[config.mk]
export PLATFORM = sky130hd
export DESIGN_NAME = pc_stack_indirect
export DESIGN_NICKNAME = d
export VERILOG_FILES = /design/src/pc_stack_pkg.sv /design/src/return_stack.sv /design/src/indirect_access.sv /design/src/pc_stack_indirect.sv
export VERILOG_INCLUDE_DIRS = /design/src
export SDC_FILE = /design/constraint.sdc
export NUM_CORES = 1
export LEC_CHECK = 0
export BUFFER_PORTS_ARGS = -buffer_cell sky130_fd_sc_hd__buf_2
export CAP_MARGIN = 20
export CORE_AREA = 3 3 122 212
export DETAILED_ROUTE_END_ITERATION = 16
export DIE_AREA = 0 0 125 215
export HOLD_SLACK_MARGIN = 0.15
export PLACE_DENSITY = 0.66
export SYNTH_ARGS = -nofsm -noshare
export SYNTH_HDL_FRONTEND = slang
export SYNTH_SLANG_ARGS = --single-unit
[constraint.sdc]
create_clock -name CLK -period 6.2 [get_ports CLK]
set_input_delay 0.93 -clock CLK [delete_from_list [all_inputs] [get_ports CLK]]
set_output_delay 0.93 -clock CLK [all_outputs]
set_load 0.02 [all_outputs]
[src/pc_stack_consts.svh]
// Offsets, field positions, reset values and sizes for the PC and stack block
`ifndef PC_STACK_CONSTS_SVH
`define PC_STACK_CONSTS_SVH

// ==========================================================================
// Register offsets
`define PCS_OFS_PC_LOW 8'h00
`define PCS_OFS_HOLDING 8'h04
`define PCS_OFS_FPTR 8'h08
`define PCS_OFS_BANK 8'h0C
`define PCS_OFS_IND_ADDR 8'h10

// ==========================================================================
// Widths and field positions
`define PCS_PC_W 13
`define PCS_PAGE_LO 11
`define PCS_HOLD_W 5
`define PCS_HOLD_PAGE_HI 4
`define PCS_HOLD_PAGE_LO 3
`define PCS_STACK_DEPTH 8
`define PCS_SP_W 3
`define PCS_IND_W 9
`define PCS_WINDOW_MASK 7'h00
`define PCS_BANK_BIT 0

// ==========================================================================
// Reset values and constants
`define PCS_PC_RST 13'h0000
`define PCS_HOLD_RST 5'h00
`define PCS_FPTR_RST 8'h00
`define PCS_INT_VECTOR 13'h0004
`define PCS_WINDOW_READ 8'h00
`define PCS_RESP_OKAY 2'h0
`define PCS_RESP_SLVERR 2'h2

`endif

[src/pc_stack_pkg.sv]
// Types and shared decode for the PC, return stack and indirect addressing
`include "pc_stack_consts.svh"

package pc_stack_pkg;

    // ======================================================================
    // Core SFR select codes
    typedef enum logic [1:0] {
        SEL_PC_LOW = 2'h0,
        SEL_HOLDING = 2'h1,
        SEL_FPTR = 2'h2,
        SEL_BANK = 2'h3
    } sfr_sel_t;

    // ======================================================================
    // Write channel sequencing, one-hot
    typedef enum logic [2:0] {
        WR_COLLECT = 3'h1,
        WR_COMMIT = 3'h2,
        WR_RESPOND = 3'h4
    } wr_state_t;

    typedef struct packed {
        logic [`PCS_PC_W-1:0] pc;
        logic [`PCS_HOLD_W-1:0] holding;
        logic [7:0] fptr;
        logic bank;
        wr_state_t wst;
        logic awready;
        logic wready;
        logic aw_got;
        logic w_got;
        logic [7:0] awaddr;
        logic [7:0] wdata;
        logic wbyte;
        logic bvalid;
        logic [1:0] bresp;
        logic arready;
        logic rvalid;
        logic [31:0] rdata;
        logic [1:0] rresp;
    } top_state_t;

    typedef struct packed {
        logic [`PCS_STACK_DEPTH-1:0][`PCS_PC_W-1:0] entry;
        logic [`PCS_SP_W-1:0] sp;
    } stack_state_t;

    typedef struct packed {
        logic [`PCS_IND_W-1:0] addr;
        logic rd;
        logic wr;
        logic [7:0] wdata;
        logic hit_window;
        logic rvalid;
        logic [7:0] rdata;
    } ind_state_t;

    // Indirect target lands on the window itself in any bank
    function automatic logic is_window(input logic [`PCS_IND_W-1:0] a);
        is_window = (a[6:0] == `PCS_WINDOW_MASK);
    endfunction : is_window

endpackage : pc_stack_pkg

[src/return_stack.sv]
// Eight-entry circular return stack with hidden pointer
`timescale 1ns/1ps
`include "pc_stack_consts.svh"

module return_stack (
    input wire logic clk,
    input wire logic rst,
    input wire logic push,
    input wire logic pop,
    input wire logic [`PCS_PC_W-1:0] push_data,
    output logic [`PCS_PC_W-1:0] pop_data
);
    pc_stack_pkg::stack_state_t st;
    pc_stack_pkg::stack_state_t next_st;
    logic [`PCS_SP_W-1:0] below;

    // ======================================================================
    // Pointer wraps modulo eight; no overflow or underflow flag exists
    always_comb begin
        next_st = st;
        below = st.sp - 3'h1;
        pop_data = st.entry[below];
        if (pop) begin
            next_st.sp = below;
        end else if (push) begin
            next_st.entry[st.sp] = push_data;
            next_st.sp = st.sp + 3'h1;
        end
    end

    always_ff @(posedge clk or posedge rst) begin
        if (rst) begin
            st <= '0;
        end else begin
            st <= next_st;
        end
    end

endmodule : return_stack

[src/indirect_access.sv]
// Indirect data addressing through the window register
`timescale 1ns/1ps
`include "pc_stack_consts.svh"

module indirect_access (
    input wire logic clk,
    input wire logic rst,
    input wire logic rd,
    input wire logic wr,
    input wire logic [7:0] wdata,
    input wire logic [7:0] fptr,
    input wire logic bank,
    input wire logic [7:0] mem_rdata,
    output logic [`PCS_IND_W-1:0] mem_addr,
    output logic mem_rd,
    output logic mem_wr,
    output logic [7:0] mem_wdata,
    output logic rvalid,
    output logic [7:0] rdata
);
    pc_stack_pkg::ind_state_t st;
    pc_stack_pkg::ind_state_t next_st;
    logic [`PCS_IND_W-1:0] target;
    logic win;

    // ======================================================================
    // Request issue, then memory data captured one cycle later
    always_comb begin
        next_st = st;
        target = {bank, fptr};
        win = pc_stack_pkg::is_window(target);
        next_st.addr = target;
        next_st.hit_window = win & rd;
        next_st.rd = rd & ~win;
        next_st.wr = wr & ~win;
        next_st.wdata = wdata;
        next_st.rvalid = st.rd | st.hit_window;
        next_st.rdata = st.hit_window ? `PCS_WINDOW_READ : mem_rdata;
    end

    always_ff @(posedge clk or posedge rst) begin
        if (rst) begin
            st <= '0;
        end else begin
            st <= next_st;
        end
    end

    assign mem_addr = st.addr;
    assign mem_rd = st.rd;
    assign mem_wr = st.wr;
    assign mem_wdata = st.wdata;
    assign rvalid = st.rvalid;
    assign rdata = st.rdata;

endmodule : indirect_access

[src/pc_stack_indirect.sv]
// Program counter, return stack, paging and indirect addressing with AXI4-Lite
//
// Function
// - PC is 13 bits; low byte register readable and writable.
// - PC bits 12..8 never accessed directly; register writes load them only from holding register.
// - Any reset clears the whole PC.
// - Low-byte write loads PC 12..8 from holding 4..0 together.
// - Call and jump use 11 instruction bits plus holding bits 4..3.
// - Eight-deep 13-bit return stack with hidden pointer.
// - Push PC on call or interrupt vectoring.
// - Any return pops the stack and restores the full PC.
// - Push and pop leave the holding register unchanged.
// - Stack is circular; ninth push overwrites the first.
// - No overflow or underflow indication at all.
// - 8K-word program space split into 2K pages by page bits.
// - Window register has no storage; accesses go through file pointer.
// - Indirect window read gives 00h; indirect write stores nothing.
// - Indirect address is bank bit above 8-bit file pointer.
`timescale 1ns/1ps
`include "pc_stack_consts.svh"

module pc_stack_indirect (
    input wire logic CLK,
    input wire logic SYS_RST,
    input wire logic [7:0] S_AXI_AWADDR,
    input wire logic S_AXI_AWVALID,
    output logic S_AXI_AWREADY,
    input wire logic [31:0] S_AXI_WDATA,
    input wire logic [3:0] S_AXI_WSTRB,
    input wire logic S_AXI_WVALID,
    output logic S_AXI_WREADY,
    output logic [1:0] S_AXI_BRESP,
    output logic S_AXI_BVALID,
    input wire logic S_AXI_BREADY,
    input wire logic [7:0] S_AXI_ARADDR,
    input wire logic S_AXI_ARVALID,
    output logic S_AXI_ARREADY,
    output logic [31:0] S_AXI_RDATA,
    output logic [1:0] S_AXI_RRESP,
    output logic S_AXI_RVALID,
    input wire logic S_AXI_RREADY,
    input wire logic CORE_ADVANCE,
    input wire logic CORE_CALL,
    input wire logic CORE_JUMP_BRANCH,
    input wire logic [10:0] CORE_TARGET,
    input wire logic CORE_RETURN,
    input wire logic CORE_RETURN_WITH_LITERAL,
    input wire logic CORE_RETURN_FROM_INTERRUPT,
    input wire logic CORE_INT_VECTOR,
    input wire logic CORE_SFR_WR,
    input wire logic [1:0] CORE_SFR_SEL,
    input wire logic [7:0] CORE_SFR_DATA,
    input wire logic CORE_IND_RD,
    input wire logic CORE_IND_WR,
    input wire logic [7:0] CORE_IND_WDATA,
    output logic CORE_IND_RVALID,
    output logic [7:0] CORE_IND_RDATA,
    output logic [`PCS_PC_W-1:0] FETCH_ADDR,
    output logic [`PCS_IND_W-1:0] DATA_ADDR,
    output logic DATA_RD,
    output logic DATA_WR,
    output logic [7:0] DATA_WDATA,
    input wire logic [7:0] DATA_RDATA
);
    pc_stack_pkg::top_state_t st;
    pc_stack_pkg::top_state_t next_st;
    logic any_return;
    logic do_push;
    logic [`PCS_PC_W-1:0] pop_data;
    logic [`PCS_PC_W-1:0] branch_pc;
    logic [7:0] sel_addr;
    logic [31:0] read_word;
    logic read_hit;
    logic write_hit;

    // ======================================================================
    // Stack and indirect path
    assign any_return = CORE_RETURN | CORE_RETURN_WITH_LITERAL
        | CORE_RETURN_FROM_INTERRUPT;
    assign do_push = CORE_CALL | CORE_INT_VECTOR;

    return_stack u_stack (
        .clk(CLK),
        .rst(SYS_RST),
        .push(do_push & ~any_return),
        .pop(any_return),
        .push_data(st.pc),
        .pop_data(pop_data)
    );

    indirect_access u_ind (
        .clk(CLK),
        .rst(SYS_RST),
        .rd(CORE_IND_RD),
        .wr(CORE_IND_WR),
        .wdata(CORE_IND_WDATA),
        .fptr(st.fptr),
        .bank(st.bank),
        .mem_rdata(DATA_RDATA),
        .mem_addr(DATA_ADDR),
        .mem_rd(DATA_RD),
        .mem_wr(DATA_WR),
        .mem_wdata(DATA_WDATA),
        .rvalid(CORE_IND_RVALID),
        .rdata(CORE_IND_RDATA)
    );

    // ======================================================================
    // Page bits from holding 4..3 above the 11-bit target
    assign branch_pc = {st.holding[`PCS_HOLD_PAGE_HI:`PCS_HOLD_PAGE_LO],
        CORE_TARGET};

    // ======================================================================
    // Register read decode; the high PC bits have no read path
    always_comb begin
        read_word = 32'h0000_0000;
        read_hit = 1'b1;
        case (S_AXI_ARADDR)
            `PCS_OFS_PC_LOW: read_word = {24'h00_0000, st.pc[7:0]};
            `PCS_OFS_HOLDING: read_word = {27'h000_0000, st.holding};
            `PCS_OFS_FPTR: read_word = {24'h00_0000, st.fptr};
            `PCS_OFS_BANK: read_word = {31'h0000_0000, st.bank};
            `PCS_OFS_IND_ADDR: read_word = {23'h00_0000, st.bank, st.fptr};
            default: read_hit = 1'b0;
        endcase
    end

    // Stack pointer and depth are never mapped, and no stack flag exists
    always_comb begin
        sel_addr = st.awaddr;
        case (sel_addr)
            `PCS_OFS_PC_LOW: write_hit = 1'b1;
            `PCS_OFS_HOLDING: write_hit = 1'b1;
            `PCS_OFS_FPTR: write_hit = 1'b1;
            `PCS_OFS_BANK: write_hit = 1'b1;
            default: write_hit = 1'b0;
        endcase
    end

    // ======================================================================
    // Next state
    always_comb begin
        next_st = st;

        // Sequential fetch; 13-bit counter wraps within 8K words
        if (CORE_ADVANCE) begin
            next_st.pc = st.pc + 13'h0001;
        end

        // Write address and data are taken in either order
        case (st.wst)
            pc_stack_pkg::WR_COLLECT: begin
                if (S_AXI_AWVALID && st.awready) begin
                    next_st.aw_got = 1'b1;
                    next_st.awaddr = S_AXI_AWADDR;
                end
                if (S_AXI_WVALID && st.wready) begin
                    next_st.w_got = 1'b1;
                    next_st.wdata = S_AXI_WDATA[7:0];
                    next_st.wbyte = S_AXI_WSTRB[0];
                end
                if (next_st.aw_got && next_st.w_got) begin
                    next_st.wst = pc_stack_pkg::WR_COMMIT;
                end
            end
            pc_stack_pkg::WR_COMMIT: begin
                next_st.bresp = write_hit ? `PCS_RESP_OKAY : `PCS_RESP_SLVERR;
                next_st.bvalid = 1'b1;
                next_st.aw_got = 1'b0;
                next_st.w_got = 1'b0;
                next_st.wst = pc_stack_pkg::WR_RESPOND;
                // Lane 0 carries every register; other lanes are dropped
                if (write_hit && st.wbyte) begin
                    case (st.awaddr)
                        `PCS_OFS_PC_LOW: next_st.pc = {st.holding, st.wdata};
                        `PCS_OFS_HOLDING: next_st.holding = st.wdata[4:0];
                        `PCS_OFS_FPTR: next_st.fptr = st.wdata;
                        `PCS_OFS_BANK: next_st.bank = st.wdata[`PCS_BANK_BIT];
                        default: next_st.bank = st.bank;
                    endcase
                end
            end
            pc_stack_pkg::WR_RESPOND: begin
                if (S_AXI_BREADY) begin
                    next_st.bvalid = 1'b0;
                    next_st.wst = pc_stack_pkg::WR_COLLECT;
                end
            end
            default: begin
                next_st.wst = pc_stack_pkg::WR_COLLECT;
                next_st.bvalid = 1'b0;
            end
        endcase

        // Core writes land after the bus so the running program wins
        if (CORE_SFR_WR) begin
            case (CORE_SFR_SEL)
                pc_stack_pkg::SEL_PC_LOW: next_st.pc = {st.holding, CORE_SFR_DATA};
                pc_stack_pkg::SEL_HOLDING: next_st.holding = CORE_SFR_DATA[4:0];
                pc_stack_pkg::SEL_FPTR: next_st.fptr = CORE_SFR_DATA;
                pc_stack_pkg::SEL_BANK: next_st.bank = CORE_SFR_DATA[`PCS_BANK_BIT];
                default: next_st.fptr = st.fptr;
            endcase
        end

        // Flow changes; the holding register is untouched here
        if (any_return) begin
            next_st.pc = pop_data;
        end else if (CORE_CALL || CORE_JUMP_BRANCH) begin
            next_st.pc = branch_pc;
        end else if (CORE_INT_VECTOR) begin
            next_st.pc = `PCS_INT_VECTOR;
        end

        // Read channel, one outstanding
        if (st.rvalid) begin
            if (S_AXI_RREADY) begin
                next_st.rvalid = 1'b0;
            end
        end else if (S_AXI_ARVALID && st.arready) begin
            next_st.rvalid = 1'b1;
            next_st.rdata = read_word;
            next_st.rresp = read_hit ? `PCS_RESP_OKAY : `PCS_RESP_SLVERR;
        end

        // Ready flags held in flops, derived from the next state
        next_st.awready = (next_st.wst == pc_stack_pkg::WR_COLLECT) & ~next_st.aw_got;
        next_st.wready = (next_st.wst == pc_stack_pkg::WR_COLLECT) & ~next_st.w_got;
        next_st.arready = ~next_st.rvalid;
    end

    // ======================================================================
    // State register
    always_ff @(posedge CLK or posedge SYS_RST) begin
        if (SYS_RST) begin
            st <= '0;
            st.pc <= `PCS_PC_RST;
            st.holding <= `PCS_HOLD_RST;
            st.fptr <= `PCS_FPTR_RST;
            st.wst <= pc_stack_pkg::WR_COLLECT;
        end else begin
            st <= next_st;
        end
    end

    // ======================================================================
    // Outputs, all straight from the state register
    assign S_AXI_AWREADY = st.awready;
    assign S_AXI_WREADY = st.wready;
    assign S_AXI_BVALID = st.bvalid;
    assign S_AXI_BRESP = st.bresp;
    assign S_AXI_ARREADY = st.arready;
    assign S_AXI_RVALID = st.rvalid;
    assign S_AXI_RDATA = st.rdata;
    assign S_AXI_RRESP = st.rresp;
    assign FETCH_ADDR = st.pc;

endmodule : pc_stack_indirect

# Yosys cells after proc, flatten, opt, wreduce, memory -nomap -nowiden
# Cells that the tools add are included.
[classes]
reduce_logical = 19
eq_ne = 15
n_lt_le_gt_ge = 3
add_sub_neg = 3
bitwise = 17
muxes = 41
[op_table]
columns = ["cell", "count"]
rows = [
  ["$bwmux W104", 1],
  ["$mux W13", 8],
  ["$mux W27", 3],
  ["$pmux W9 S5", 1],
  ["$bmux W13 S3", 1],
  ["$demux W13 S3", 1],
  ["$mux W35", 1],
  ["$eq A8 B4 Y1 const B", 4],
  ["$mux W8", 3],
  ["$eq A8 B3 Y1 const B", 2],
  ["$logic_not A8 Y1", 2],
  ["$add A13 B1 Y13 const B", 1],
  ["$mux W3", 4],
  ["$mux W1", 11],
  ["$mux W5", 2],
  ["$reduce_and A2 Y1", 5],
  ["$pmux W3 S3", 1],
  ["$eq A8 B5 Y1 const B", 1],
  ["$lt A3 B4 Y1 const B", 2],
  ["$logic_not A7 Y1", 1],
  ["$not A1 Y1", 7],
  ["$and A1 B1 Y1", 6],
  ["$eq A3 B1 Y1 const B", 2],
  ["$logic_and A1 B1 Y1", 6],
  ["17 further kinds", 22],
]
[totals]
input_bits = 106
reg_bits = 226
wordCells = 132
output_inout_bits = 82

# Longest topological paths before layout
[depth]
ltp_word = 11
mapped_depth = 10

# Hierarchy
# Synthesis repeated with hierarchy kept, for this count alone.
[unflattened]
hier_cells = 856
hier_area_um2 = 10009.6
[by_module_without_submodules]
columns = ["module", "seq_area_each_um2", "cells_per_inst", "area_per_inst_um2", "instances"]
rows = [
  ["return_stack", 2677.6, 380, 5132.4, 1],
  ["pc_stack_indirect", 1627.8, 407, 3865.0, 1],
  ["indirect_access", 725.7, 69, 1012.2, 1],
]

# Worst setup path after synthesis
# Ideal clock, no wire load.
[synth_path]
kind = "input to register"
startpoint = "input port CORE_RETURN_FROM_INTERRUPT"
endpoint = "register u_stack.st[55] in the netlist's numbering"
setup_ns = 0.128
required_time_ns = 6.072
arrival_time_ns = 2.622
path_buffers = 2
cell_stages = 6
setup_slack_ns = 3.450
path_cell_list = "or3_1 buf_2 or3_4 nor3b_4 buf_6 mux2_1"
[synth_between]
elab_chain_cells = 4
[synth_lines]
columns = ["element", "line_no", "rtl"]
rows = [
  ["from (decl)", "pc_stack_indirect.sv:48", "input wire logic CORE_RETURN_FROM_INTERRUPT,"],
  ["$or A1 B1 Y1 (*)", "pc_stack_indirect.sv:79", "| CORE_RETURN_FROM_INTERRUPT;"],
  ["$not A1 Y1 (no source line) (*)", "-", ""],
  ["$and A1 B1 Y1", "pc_stack_indirect.sv:85", ".push(do_push & ~any_return),"],
  ["$reduce_and A2 Y1 (no source line) (*)", "-", ""],
  ["to (signal assigned)", "return_stack.sv:35", "st <= next_st;"],
  ["to (decl)", "return_stack.sv:13", "pc_stack_pkg::stack_state_t st;"],
]
# Every way passes the cells marked *; elsewhere a longest branch is shown, timed or not.
# A chain may end at the register's enable or synchronous reset.

# Worst setup path after layout
[layout_path]
startpoint = "input port CORE_RETURN_FROM_INTERRUPT"
endpoint = "register u_stack.st[67] in the netlist's numbering"
# The elaborated chain is that of the path after synthesis.

==> results.txt <==
The type of element capturing the critical path is a flop. The post-CTS setup buffer count is 0. Setup repair after global routing left no endpoint under its margin. The time the worst path needs with I/O delays and setup is ~3.2 ns. At the placement stage, the worst setup path has a slack of around 2.5 ns. The residual antenna-violating net count after detailed routing is 0.

The final layout contains roughly 960 nets. The library cells used most frequently in the layout, excluding fill and tap cells, are sky130_fd_sc_hd__dfrtp_1 (200), sky130_fd_sc_hd__buf_2 (135), sky130_fd_sc_hd__mux2_2 (109), sky130_fd_sc_hd__nand2_1 (54), sky130_fd_sc_hd__o21ai_0 (42). The library cell used most frequently in the layout, excluding fill and tap cells, is sky130_fd_sc_hd__dfrtp_1.

The worst path meets setup with 3.008 ns of slack. The synthesized design contains 0 enable-type register cells. The proportion of layout cells with a drive suffix above 1 came out at 37.02%.

The required time reported for the critical path endpoint is roughly 6.6 ns. The startpoint identified for the worst register-to-register timing path is u_stack.st[1]$_DFFE_PP0P_. The number of setup violations in the final report is 0. The maximum count of clock buffers along a single path is 3.

The first detailed-routing pass ran for 5 iterations. The post-route setup TNS came out at 0 ns. Headroom to the max-slew limit came out at 22.83%.

The number of buffers created by CTS came out at 18. At the pin with the least slew margin, the transition time is roughly 1.2 ns. The routed design has roughly 23 mm of wire. Once layout is complete, the utilization of the core stands at 44.47%.

The number of levels the H-tree was split into came out at 1. The final clock period utilization by the worst path came out at about 50%. The number of port buffers is around 140. The setup slack of the worst register-to-register path is approximately 3.2 ns. Clock tree synthesis selected as its root buffer the cell sky130_fd_sc_hd__clkbuf_16. Synthesis inferred 201 register bits. The via count of the first global-routing pass came out at approximately 6,500. The slowest stage of the critical path belongs to the cell sky130_fd_sc_hd__nor3b_4.

The total of hold buffers inserted after clock tree synthesis came out at 0. The number of antenna violations at the first check in global routing is 2. The max-capacitance violation count is 0. The count of endpoints failing hold in the final timing report is 0.

The first global-routing pass estimated around 36 mm of wire. Data on the critical path arrives at its endpoint at 3.56 ns. The length in cells of the worst reg-to-reg path is 7. The weighted congestion at the end of routability-driven global placement is between 0.8 and 0.9.

The vias after detailed routing is about 6,300. The die area came out at about 27,000 µm². The layout filler cell count came out at between 2,000 and 2,500. After floorplanning, the core was divided into 75 placement rows.

The number of remaining DRC errors came out at 0. The maximum number of pins on one net before global-route repair came out at 189. The worst register-to-register path ends at FETCH_ADDR[8]$_DFF_PP0_. The die is between 200 and 250 µm tall. For this run, the total global-route usage over all layers was measured as ~17%. The first routing iteration left approximately 380 violations. The number of clock sinks is approximately 200.

The worst setup path is launched from an input pin. For this run, the leading register cell type out of synthesis is sky130_fd_sc_hd__dfrtp_1. The worst-case IR drop observed on VDD is about 260 µV. TritonCTS built the clock tree. The average detailed-routed wire length per instance is 19.67 µm. In the global route stage, met2 resource usage came out at a little under a third. The share of flip-flops with an asynchronous set or reset came out at between 90% and 100%. The worst-skew pair later-pin latency is around 0.5 ns. The critical path is of the input pin to flop type. The maximum operating frequency is around 310 MHz. The routed via count divided by cell count came out at roughly 5.4. The average cell area after synthesis came out at between 10 and 15 µm².

The initial standard-cell utilization of the core came out at 39.95%. The post-synthesis sequential area ratio came out at 52.01%. The met1 track utilization from global routing is 18.50%. Synthesis produced a netlist whose cell count is roughly 780.

The global-route met3 utilization is roughly 2.1%. The overall overflow remaining after global route came out at 0. The final number of max-transition violations is 0. The longest individual stage delay on the worst path is around 0.85 ns. The worst clock skew came out at ~0.014 ns.

The post-detailed-placement half-perimeter wirelength came out at between 15 and 20 mm. The power per unit of standard cell area is around 410 nW/µm². The cell leakage power is between 5 and 6 nW. The core region is 24,210 µm². The most congested layer reported by global routing is met2. The number of placed I/O pins is between 150 and 200. The number of warnings issued by yosys is 0.

The count of unique library cells instantiated by Yosys came out at 52. The flow ran to the end, and the final reports show no timing, DRC or antenna violations. The path class of the tightest hold or removal check is input pin to asynchronous set/reset pin. The layout-stage area growth over the synthesis result came out at 11.31%. The number of gates resized after CTS came out at 0. The critical path goes through buf_2 > or3_1 > or3_4 > nor3b_4 > mux2_2.

The post-synth design cell area came out at 9673 µm². The die width is roughly 130 µm. Along the worst path, the maximum fanout reaches 19. Clock-pin slew was measured on the worst setup and hold paths at around 0.070 ns.
cell families (layout without fill, tap and decap cells):
group	count (synthesis)	count (layout)	synth area share, %
AOI/OAI and AO/OA	94	94	5.950
xor gates and xnor gates	14	14	1.268
adders and majority gates	3	3	0.3881
buffers and inverters	125	182	8.058
DFF	201	201	52.01
muxes	185	185	24.05
other	1	27	0.03877
and+or+nand+nor	155	155	8.240
power by group:
group	total, mW	switching, mW	leakage [nW]	internal, mW
sequential	2.02	0.349	2.63	1.67
combinational	1.29	0.645	2.17	0.640
clock	1.15	0.477	0.299	0.677
metrics by stage:
step	power, mW	cells	area (µm²)	hold slack, ns
after global placement	3.302	1135	10140	0.4232
after floorplan	3.013	802	9767	0.3930
after global routing	4.703	1169	10770	0.4251
after detailed placement	3.349	1136	10150	0.4227
final	4.459	1169	10770	0.3998
after CTS	4.515	1166	10760	0.3918
cell type report:
cell class	instances	area, µm²	share of cell area, %
antenna	2	5.005	0.04648
sequential	201	5031	46.73
timing repair buffer	142	740.7	6.880
inverter	10	41.29	0.3835
clock inverter	5	75.07	0.6973
tap	308	385.4	3.579
multi-input combinational	476	3960	36.78
clock buffer	25	528.0	4.904
flip-flops by register name, summed over array words and instances (netlist names), 2 cells and up:
register / flops
S_AXI_RDATA: 9
u_ind.mem_addr: 9
branch_pc: 2
u_stack.st: 107
u_ind.mem_wdata: 8
sel_addr: 8
FETCH_ADDR: 13
u_ind.rdata: 8
st: 26
synthesized netlist by cell type (all sizes together), types with 2 or more instances:
library cell | number | area [µm²]
dfrtp | 200 | 5005
mux2 | 119 | 1340
buf | 94 | 663.1
nand2 | 54 | 202.7
o21ai | 42 | 210.2
mux2i | 40 | 400.4
nor2 | 29 | 111.4
mux4 | 26 | 585.6
clkbuf | 21 | 78.83
nor3 | 16 | 118.9
a21oi | 13 | 65.06
nand3 | 13 | 65.06
nor2b | 13 | 81.33
inv | 10 | 37.54
xnor2 | 9 | 78.83
nand4 | 8 | 50.05
a22oi | 7 | 52.55
a221oi | 5 | 43.79
a22o | 5 | 43.79
a31oi | 5 | 31.28
xor2 | 5 | 43.79
nor3b | 4 | 41.29
o211ai | 4 | 30.03
o22ai | 4 | 25.02
a211oi | 3 | 22.52
and2 | 3 | 18.77
ha | 3 | 37.54
or2 | 3 | 18.77
a32oi | 2 | 17.52
and3 | 2 | 12.51
nand2b | 2 | 12.51
nor4 | 2 | 12.51
or3 | 2 | 17.52
worst max-delay path: cells and delay by family:
kind | cells | cell delay, ns
buffers and inverters | 1 | 0.11
muxes | 1 | 0.42
and+or+nand+nor | 3 | 2.10
how the worst max path moves through the flow:
stage	start	end	slack [ns]	cells after the start
after floorplan	SYS_RST	FETCH_ADDR[0]$_DFF_PP0_	2.67	1
after global placement	CORE_RETURN_FROM_INTERRUPT	u_stack.st[65]$_DFFE_PP0P_	2.52	5
after detailed placement	CORE_RETURN_FROM_INTERRUPT	u_stack.st[67]$_DFFE_PP0P_	2.50	5
after CTS	CORE_RETURN_FROM_INTERRUPT	u_stack.st[67]$_DFFE_PP0P_	3.02	5
after global routing	CORE_RETURN_FROM_INTERRUPT	u_stack.st[67]$_DFFE_PP0P_	2.93	5
final	CORE_RETURN_FROM_INTERRUPT	u_stack.st[67]$_DFFE_PP0P_	3.01	5
per-layer routing:
metal	share of wire (%)	wire, µm	up-vias
li1	-	-	2837
met1	37	8393	3236
met2	55	12550	214
met3	4.9	1118	46
met4	4.0	927	0
met5	0	0	-
No activity file was read; power rests on OpenSTA's default activity.
